`src/design/sleep_exec_pkg.sv`:
```
// Constants, types and register map for the sleep and subtract-with-borrow execution block.
// Assumes a single 25 MHz core clock and an Avalon-MM master with 32-bit data.
package sleep_exec_pkg;
	// Opcodes and instruction fields.
	localparam logic [15:0] OPC_SLEEP = 16'h0003;
	localparam logic [5:0] SUBTRACT_FILE_FROM_WREG_BORROW_OP = 6'h15;
	localparam int OPC_HI = 15;
	localparam int OPC_LO = 10;
	localparam int D_BIT = 9;
	localparam int A_BIT = 8;
	localparam int F_HI = 7;
	// Access bank and indexed literal offset window.
	localparam logic [7:0] ACCESS_LIMIT = 8'h5f;
	localparam logic [3:0] ACCESS_LO_BANK = 4'h0;
	localparam logic [3:0] ACCESS_HI_BANK = 4'hf;
	// Byte offsets of the registers.
	localparam logic [4:0] OFS_CTRL = 5'h00;
	localparam logic [4:0] OFS_INSTR = 5'h04;
	localparam logic [4:0] OFS_WREG = 5'h08;
	localparam logic [4:0] OFS_BANK_SELECT = 5'h0c;
	localparam logic [4:0] OFS_STATUS = 5'h10;
	// Field positions.
	localparam int CTRL_EXT = 0;
	localparam int ST_C = 0;
	localparam int ST_DIGIT_CARRY = 1;
	localparam int ST_Z = 2;
	localparam int ST_OVERFLOW = 3;
	localparam int ST_N = 4;
	localparam int ST_POWER_DOWN = 5;
	localparam int ST_TIMEOUT = 6;
	localparam int ST_SLEEPING = 7;
	localparam int ST_BUSY = 8;
	// Reset values.
	localparam logic POWER_DOWN_RESET = 1'b1;
	localparam logic TIMEOUT_RESET = 1'b1;
	localparam logic EXT_RESET = 1'b0;
	localparam logic [7:0] WREG_RESET = 8'h00;
	localparam logic [3:0] BANK_SELECT_RESET = 4'h0;
	localparam logic [15:0] INSTR_RESET = 16'h0000;
	localparam logic [31:0] READ_ZERO = 32'h00000000;
	typedef enum logic [5:0] {
		ST_IDLE = 6'h01,
		ST_Q1 = 6'h02,
		ST_Q2 = 6'h04,
		ST_Q3 = 6'h08,
		ST_Q4 = 6'h10,
		ST_SLEEP = 6'h20
	} state_e;
	typedef struct packed {
		logic [11:0] addr;
		logic rd_en;
		logic we;
		logic [7:0] wdata;
	} file_req_s;
	typedef struct packed {
		logic n;
		logic overflow_flag;
		logic z;
		logic digit_carry_flag;
		logic c;
	} alu_flags_s;
	typedef struct packed {
		state_e state;
		logic [15:0] op;
		logic [7:0] w;
		logic [3:0] bank_select_reg;
		logic ext_en;
		alu_flags_s flags;
		logic power_down_status_flag;
		logic timeout_status_flag;
		logic [7:0] opnd;
		file_req_s file_req;
		logic watchdog_clear;
		logic osc_halt;
		logic waitrequest;
		logic [31:0] readdata;
	} core_state_s;
endpackage

```
`src/design/sleep_exec.sv`:
```
// Execution of the power-down entry instruction and of subtract file from W with borrow.
// Assumes the register file, watchdog and wake sources run on ref_clk; file_rdata is combinational from file_req.addr.
//
// Added by the designer: the Avalon-MM interface to the registers and the register addresses.
`timescale 1ns/1ns
module sleep_exec
(
	input wire logic ref_clk,
	input wire logic rst,
	input wire logic [4:0] address,
	input wire logic read,
	input wire logic write,
	input wire logic [31:0] writedata,
	input wire logic [3:0] byteenable,
	output logic [31:0] readdata,
	output logic waitrequest,
	output sleep_exec_pkg::file_req_s file_req,
	input wire logic [7:0] file_rdata,
	input wire logic [11:0] index_base,
	input wire logic wake_watchdog,
	input wire logic wake_event,
	output logic watchdog_clear,
	output logic osc_halt
);
	sleep_exec_pkg::core_state_s r;
	sleep_exec_pkg::core_state_s next_r;

	function automatic logic [31:0] be_merge(input logic [31:0] old, input logic [31:0] data, input logic [3:0] be);
		logic [31:0] m;
		m = old;
		for (int i = 0; i < 4; i++)
		begin
			if (be[i])
			begin
				m[i*8 +: 8] = data[i*8 +: 8];
			end
		end
		return m;
	endfunction

	function automatic logic is_subtract_borrow(input logic [15:0] op);
		return op[sleep_exec_pkg::OPC_HI:sleep_exec_pkg::OPC_LO] == sleep_exec_pkg::SUBTRACT_FILE_FROM_WREG_BORROW_OP;
	endfunction

	function automatic logic is_sleep(input logic [15:0] op);
		return op == sleep_exec_pkg::OPC_SLEEP;
	endfunction

	function automatic logic [11:0] eff_addr(input logic [15:0] op, input logic ext, input logic [3:0] bank,
		input logic [11:0] base);
		logic [7:0] f;
		f = op[sleep_exec_pkg::F_HI:0];
		if (op[sleep_exec_pkg::A_BIT])
		begin
			return {bank, f};
		end
		else if (ext && f <= sleep_exec_pkg::ACCESS_LIMIT)
		begin
			return base + {4'h0, f};
		end
		else if (f <= sleep_exec_pkg::ACCESS_LIMIT)
		begin
			return {sleep_exec_pkg::ACCESS_LO_BANK, f};
		end
		return {sleep_exec_pkg::ACCESS_HI_BANK, f};
	endfunction

	always_comb
	begin
		logic [31:0] rword;
		logic [31:0] wword;
		logic [8:0] diff;
		logic [4:0] diff_lo;
		rword = sleep_exec_pkg::READ_ZERO;
		wword = sleep_exec_pkg::READ_ZERO;
		diff = 9'h000;
		diff_lo = 5'h00;
		next_r = r;
		next_r.watchdog_clear = 1'b0;
		next_r.waitrequest = 1'b1;

		case (address)
			sleep_exec_pkg::OFS_CTRL:
				rword[sleep_exec_pkg::CTRL_EXT] = r.ext_en;
			sleep_exec_pkg::OFS_INSTR:
				rword[15:0] = r.op;
			sleep_exec_pkg::OFS_WREG:
				rword[7:0] = r.w;
			sleep_exec_pkg::OFS_BANK_SELECT:
				rword[3:0] = r.bank_select_reg;
			sleep_exec_pkg::OFS_STATUS:
			begin
				rword[sleep_exec_pkg::ST_C] = r.flags.c;
				rword[sleep_exec_pkg::ST_DIGIT_CARRY] = r.flags.digit_carry_flag;
				rword[sleep_exec_pkg::ST_Z] = r.flags.z;
				rword[sleep_exec_pkg::ST_OVERFLOW] = r.flags.overflow_flag;
				rword[sleep_exec_pkg::ST_N] = r.flags.n;
				rword[sleep_exec_pkg::ST_POWER_DOWN] = r.power_down_status_flag;
				rword[sleep_exec_pkg::ST_TIMEOUT] = r.timeout_status_flag;
				rword[sleep_exec_pkg::ST_SLEEPING] = r.state == sleep_exec_pkg::ST_SLEEP;
				rword[sleep_exec_pkg::ST_BUSY] = r.state != sleep_exec_pkg::ST_IDLE;
			end
			default:
				rword = sleep_exec_pkg::READ_ZERO;
		endcase

		// The answer comes one cycle after the request so that waitrequest can be a flop.
		if ((read || write) && r.waitrequest)
		begin
			next_r.waitrequest = 1'b0;
			next_r.readdata = rword;
		end

		if (write && !r.waitrequest)
		begin
			case (address)
				sleep_exec_pkg::OFS_CTRL:
				begin
					wword = be_merge({31'h0, r.ext_en}, writedata, byteenable);
					next_r.ext_en = wword[sleep_exec_pkg::CTRL_EXT];
				end
				sleep_exec_pkg::OFS_INSTR:
				begin
					// An opcode written while busy or asleep is dropped rather than queued.
					if (r.state == sleep_exec_pkg::ST_IDLE)
					begin
						wword = be_merge({16'h0, r.op}, writedata, byteenable);
						next_r.op = wword[15:0];
						next_r.state = sleep_exec_pkg::ST_Q1;
					end
				end
				sleep_exec_pkg::OFS_WREG:
				begin
					wword = be_merge({24'h0, r.w}, writedata, byteenable);
					next_r.w = wword[7:0];
				end
				sleep_exec_pkg::OFS_BANK_SELECT:
				begin
					wword = be_merge({28'h0, r.bank_select_reg}, writedata, byteenable);
					next_r.bank_select_reg = wword[3:0];
				end
				sleep_exec_pkg::OFS_STATUS:
				begin
					wword = be_merge({27'h0, r.flags}, writedata, byteenable);
					next_r.flags = wword[4:0];
				end
				default:
					next_r.ext_en = r.ext_en;
			endcase
		end

		case (r.state)
			sleep_exec_pkg::ST_Q1:
			begin
				next_r.state = sleep_exec_pkg::ST_Q2;
				if (is_subtract_borrow(r.op))
				begin
					next_r.file_req.addr = eff_addr(r.op, r.ext_en, r.bank_select_reg, index_base);
					next_r.file_req.rd_en = 1'b1;
				end
			end
			sleep_exec_pkg::ST_Q2:
			begin
				next_r.state = sleep_exec_pkg::ST_Q3;
				next_r.file_req.rd_en = 1'b0;
				next_r.opnd = file_rdata;
			end
			sleep_exec_pkg::ST_Q3:
			begin
				next_r.state = sleep_exec_pkg::ST_Q4;
				if (is_subtract_borrow(r.op))
				begin
					diff = {1'b0, r.w} - {1'b0, r.opnd} - {8'h00, ~r.flags.c};
					diff_lo = {1'b0, r.w[3:0]} - {1'b0, r.opnd[3:0]} - {4'h0, ~r.flags.c};
					next_r.flags.c = ~diff[8];
					next_r.flags.digit_carry_flag = ~diff_lo[4];
					next_r.flags.z = diff[7:0] == 8'h00;
					next_r.flags.n = diff[7];
					next_r.flags.overflow_flag = (r.w[7] != r.opnd[7]) && (diff[7] != r.w[7]);
					if (r.op[sleep_exec_pkg::D_BIT])
					begin
						next_r.file_req.we = 1'b1;
						next_r.file_req.wdata = diff[7:0];
					end
					else
					begin
						next_r.w = diff[7:0];
					end
				end
				else if (is_sleep(r.op))
				begin
					next_r.power_down_status_flag = 1'b0;
					next_r.timeout_status_flag = 1'b1;
					next_r.watchdog_clear = 1'b1;
					next_r.osc_halt = 1'b1;
				end
			end
			sleep_exec_pkg::ST_Q4:
			begin
				next_r.file_req.we = 1'b0;
				next_r.state = r.osc_halt ? sleep_exec_pkg::ST_SLEEP : sleep_exec_pkg::ST_IDLE;
			end
			sleep_exec_pkg::ST_SLEEP:
			begin
				if (wake_watchdog)
				begin
					next_r.timeout_status_flag = 1'b0;
					next_r.osc_halt = 1'b0;
					next_r.state = sleep_exec_pkg::ST_IDLE;
				end
				else if (wake_event)
				begin
					next_r.osc_halt = 1'b0;
					next_r.state = sleep_exec_pkg::ST_IDLE;
				end
			end
			// Idle must not touch the state, or an opcode written this cycle would never start.
			sleep_exec_pkg::ST_IDLE:
				next_r.file_req.rd_en = 1'b0;
			default:
				next_r.state = sleep_exec_pkg::ST_IDLE;
		endcase

		if (rst)
		begin
			next_r = '0;
			next_r.state = sleep_exec_pkg::ST_IDLE;
			next_r.op = sleep_exec_pkg::INSTR_RESET;
			next_r.w = sleep_exec_pkg::WREG_RESET;
			next_r.bank_select_reg = sleep_exec_pkg::BANK_SELECT_RESET;
			next_r.ext_en = sleep_exec_pkg::EXT_RESET;
			next_r.power_down_status_flag = sleep_exec_pkg::POWER_DOWN_RESET;
			next_r.timeout_status_flag = sleep_exec_pkg::TIMEOUT_RESET;
			next_r.waitrequest = 1'b1;
		end
	end

	always_ff @(posedge ref_clk)
	begin
		r <= next_r;
	end

	assign readdata = r.readdata;
	assign waitrequest = r.waitrequest;
	assign file_req = r.file_req;
	assign watchdog_clear = r.watchdog_clear;
	assign osc_halt = r.osc_halt;
endmodule

```
`config.mk`:
```
export PLATFORM = sky130hd
export DESIGN_NAME = sleep_exec
export DESIGN_NICKNAME = d
export VERILOG_FILES = /design/src/design/sleep_exec_pkg.sv /design/src/design/sleep_exec.sv
export SDC_FILE = /design/constraint.sdc
export NUM_CORES = 1
export LEC_CHECK = 0
export BUFFER_PORTS_ARGS = -buffer_cell sky130_fd_sc_hd__buf_2
export CORE_ASPECT_RATIO = 0.9
export CORE_MARGIN = 1.5
export CORE_UTILIZATION = 45
export CTS_CLUSTER_SIZE = 16
export DETAILED_ROUTE_END_ITERATION = 8
export GPL_ROUTABILITY_DRIVEN = 0
export GPL_TIMING_DRIVEN = 1
export PLACE_DENSITY = 0.69
export SYNTH_ARGS = -nofsm -noshare
export SYNTH_HDL_FRONTEND = slang
export SYNTH_SLANG_ARGS = --single-unit
```
`constraint.sdc`:
```
create_clock -name ref_clk -period 3.6 [get_ports ref_clk]
set_clock_uncertainty 0.2 [all_clocks]
set_input_delay 0.9 -clock ref_clk [delete_from_list [all_inputs] [get_ports ref_clk]]
set_output_delay 0.9 -clock ref_clk [all_outputs]
set_load 0.005 [all_outputs]
```
-- Word-level counts from Yosys, hierarchy flattened
Cells that the tools add are included.
- $add $sub $neg: 5
- $lt $le $gt $ge: 1
- eq/ne operators: 22
- mux-type cells: 51
- bitwise operators: 5
- reductions and logical operators: 24
- operators with widths (cell ; number):
    2-to-1 mux 8 bit ; 7
    2-to-1 mux 12 bit ; 4
    2-to-1 mux 22 bit ; 2
    2-to-1 mux 40 bit ; 1
    one-hot mux 6 bit (6 select lines) ; 1
    2-to-1 mux 33 bit ; 1
    2-to-1 mux 6 bit ; 4
    2-to-1 mux 9 bit ; 2
    equality test 16 x 2 -> 1 bit, second input constant ; 1
    AND reduction 4 bit ; 4
    2-to-1 mux 5 bit ; 3
    AND reduction 3 bit ; 5
    adder 12 x 8 -> 12 bit ; 1
    equality test 6 x 5 -> 1 bit, second input constant ; 2
    2-to-1 mux 1 bit ; 12
    != test 2 bit, second input constant ; 6
    one-hot mux 3 bit (4 select lines) ; 1
    one-hot mux 4 bit (3 select lines) ; 1
    equality test 5 x 4 -> 1 bit, second input constant ; 2
    one-hot mux 1 bit (2 select lines) ; 5
    subtractor 8 x 8 -> 9 bit ; 1
    subtractor 9 x 1 -> 9 bit ; 1
    less-or-equal comparator 8 x 7 -> 1 bit, second input constant ; 1
    zero test 8 bit ; 1
    other kinds (25) ; 39
- bits in registers: 91
- input port bits: 67
- word-level logic and storage cells: 130

-- Depth between registers and ports, before layout
- word-level depth: 7
- mapped depth: 10

-- Least setup slack after synthesis
No wires, ideal clock.
- kind: reg-to-reg
- start point: reg r[67] (netlist bit)
- end point: reg r[69] (netlist bit)
- library setup time: 0.069 ns
- arrival time: 2.588 ns
- data required time: 3.331 ns
- setup slack: 0.743 ns
- stages on the path, launching flop included: 10
- buffers on the path: 0
- path through: dfxtp_1 > inv_1 > fa_1 > fa_1 > a21boi_2 > nor2_4 > xnor2_1 > or4_1 > or4_1 > o21ai_1
- cells in the longest elaborated chain, start to end: 5
- ends and longest elaborated chain (item ; RTL line ; RTL):
    start, declared ; sleep_exec.sv:25 ; sleep_exec_pkg::core_state_s r;
    start signal, assigned ; sleep_exec.sv:240 ; r <= next_r;
    inverter 1 bit ; sleep_exec.sv:173 ; diff = {1'b0, r.w} - {1'b0, r.opnd} - {8'h00, ~r.flags.c};
    subtractor 9 x 1 -> 9 bit ; sleep_exec.sv:173 ;
    zero test 8 bit ; sleep_exec.sv:177 ; next_r.flags.z = diff[7:0] == 8'h00;
    2-to-1 mux 5 bit ; sleep_exec.sv:171 ; if (is_subtract_borrow(r.op))
    2-to-1 mux 6 bit ; sleep_exec.sv:152 ; case (r.state)
Every way passes these cells.
A chain may end at the register's enable or synchronous reset.

-- Worst setup path after layout
Ends and elaborated chain as after synthesis.

==> impl_results.md <==
- Outcome: complete, no violations
- Cells after Synth: 625
- Static leakage: 0.00259 uW
- Port-buffer cells: 89
- Root Buffer: clkbuf_16
- CP max FO: 3
- Unique masters post-synth: 72
- Post-route DRC violation count: 0
- CTS Hold Bufs: 0
- CTS tree: built
- Seq pwr share: 0.477
- Area share of the largest cell type after synthesis: 0.347
- Initial DRT Pass Iterations: 6
- Critical path capture point type: register
- First-pass GRT wire length: 21.6 mm
- Clk pwr share: 0.467
- HPWL after DPL: 9.93 mm
- R2R cell count: 9
- Hold Path Depth: 2
- Avg Inst Size Synth: 8.40 um^2
- Psw: 514 uW
- Detailed Route WL: 13.3 mm
- DRT iter0 DRCs: 294
- Register area share after synthesis: 0.347
- Horiz. Die Dim: 117 um
- Tot Pwr: 2120 uW
- CTS Buf Count: 9
- Sw Ratio: 0.243
- Row Count: 37
- I/O Pins: 124
- Clk slew on worst S/H paths: 0.07 ns
- Final hold violation count: 0
- Worst Hold Slack: 0.251 ns
- R2r setup slk: 0.48 ns
- Initial Utilization: 0.461
- CTS resizes: 0
- Vias/cell: 5.56
- Layout area overhead: 10.0%
- Critical path class: register to register
- GRT Residual Overflow: 0
- Hold Path Class: register to register
- Max Cap Viol: 0
- DR vias: 4,589
- Post-DR wirelength/cell: 16.1 um
- Unrepaired setup endpoints after global routing: no
- Relative max-transition margin: 0.411
- Post-synth top area cell: dfxtp_1
- Synthesized area: 5250 um^2
- Slew Limit Fails: 0
- Area of the core: 11,400 um^2
- Layout cells sized above 1: 0.199
- Synth area leaders: dfxtp_1 (35%), buf_4 (7.7%), mux2i_1 (5.7%)
- Initial antenna violation count: 1
- Die area: 12,300 um^2
- Post-synth EDFFs: 0
- CTS H-tree depth: 3
- Async set or reset register ratio after synthesis: 0
- FMAX: 0.321 GHz
- Nets@finish: 755
- Minimum clock period after layout: 3.12 ns
- Worst-Margin Slew: 0.883 ns
- Worst IR Drop VDD: 257 uV
- PD cells: 366 nW/um^2
- Util after Layout: 0.507
- Clk sinks: 91
- Finish-stage setup viols: 0
- Total track usage: 0.226
- Crit path DAT: 3.21 ns
- Die Ht: 105 um
- Number of synthesized register bits: 91
- Clock Tree Buf Depth: 2
- Post-DRT Antenna Nets: 0
- Clock latency at the later pin of the worst-skew pair: 0.35 ns
- Int Pwr: 1600 uW
- Vias in the first global route: 4,362
- Largest net degree at the start of global routing: 84
- Critical Path RT: 3.69 ns
- Post-route setup TNS: 0 ns
- CP Launch Type: register
- Ys flop type: dfxtp_1
- Comb pwr share: 0.056
- Setup Buffers After CTS: 0
- Yosys Warn Count: 0
- Final cycle utilization of the critical path: 0.866
==> worst max-delay path, stage by stage, from the launching register on <==
cell	delay (ns)
dfxtp_1	0.41
inv_1	0.09
fa_1	0.43
fa_1	0.43
a21boi_2	0.24
nor2_4	0.06
xnor2_1	0.17
or4_1	0.51
or4_1	0.40
o21ai_1	0.12
==> per-stage QoR <==
stage | cell area (um^2) | std cells | setup slack (ns)
after floorplan | 5310 | 640 | 0.743
after global placement | 5460 | 808 | 0.550
after detailed placement | 5460 | 808 | 0.506
after CTS | 5770 | 824 | 0.489
after global routing | 5770 | 824 | 0.373
final | 5780 | 825 | 0.482
==> state kept, by name, summed over array words and instances, names as in the netlist <==
register,count
file_req,22
osc_halt,1
r,50
readdata,16
waitrequest,1
watchdog_clear,1
==> cell type report <==
cell class                      instances  area (um^2)
Fill cell                            1104         5610
Multi-Input combinational cell        435         2840
Sequential cell                        91         1820
Timing Repair Buffer                   96          498
Clock buffer                            9          225
Tap cell                              156          195
Inverter                               30          113
Clock inverter                          7         86.3
Antenna cell                            1         2.50
==> cells by family (layout without fill, tap and decap cells) <==
kind of cell	count (synthesis)	in the layout	share of synthesized area
xor gates and xnor gates	18	18	0.0300
other	1	17	0.000714
adders and majority gates	25	25	0.0639
DFF	91	91	0.347
AOI/OAI and AO/OA	118	118	0.160
and+or+nand+nor	225	225	0.211
buffers and inverters	114	142	0.124
muxes	33	33	0.0636
==> cells in the final DEF, fill, tap and decap left out, types with 6 or more instances in the layout <==
cell	n
nor2_1	68
nand2_1	64
a311oi_1	10
conb_1	16
nor3_1	11
clkbuf_16	9
mux2i_1	30
inv_1	30
a211oi_1	8
o21ai_0	14
nand3_1	34
buf_4	7
a222oi_1	6
dfxtp_1	91
xnor2_1	12
buf_2	89
a21oi_1	32
xor2_1	6
ha_1	22
==> per-layer routing <==
layer	GRT usage	part of all wire	routed length (um)
met1	0.303	0.45	5990
met2	0.351	0.47	6190
met3	0.0523	0.065	860
met4	0.0869	0.018	241
met5	0	0	0
==> Yosys cell counts, types with 5 or more instances <==
library cell	instances
a211oi_1	8
a21oi_1	32
a222oi_1	6
a311oi_1	10
buf_2	8
buf_4	54
clkbuf_1	20
dfxtp_1	91
ha_1	22
inv_1	30
mux2i_1	30
nand2_1	64
nand3_1	34
nand3b_1	5
nor2_1	68
nor2b_1	5
nor3_1	11
o21ai_0	14
o22ai_1	5
or3_1	5
xnor2_1	12
xor2_1	6
==> power by group through the flow <==
stage          Clock, uW  Combinational, uW  Sequential, uW
3_3_place_gp           0                115            1030
4_1_cts             1010                118            1010
3_5_place_dp           0                117            1030
5_1_grt             1060                131            1010
2_1_floorplan          0               78.0            1030
6_report             987                118            1010
==> final timing paths <==
| check | from | end |
|---|---|---|
| worst max-delay path | r[67] | r[69] |
| worst min-delay path | r[66] | r[66] |
| worst max register to register | r[67] | r[69] |
| worst min register to register | r[66] | r[66] |
(Power assumes the default switching activity.)
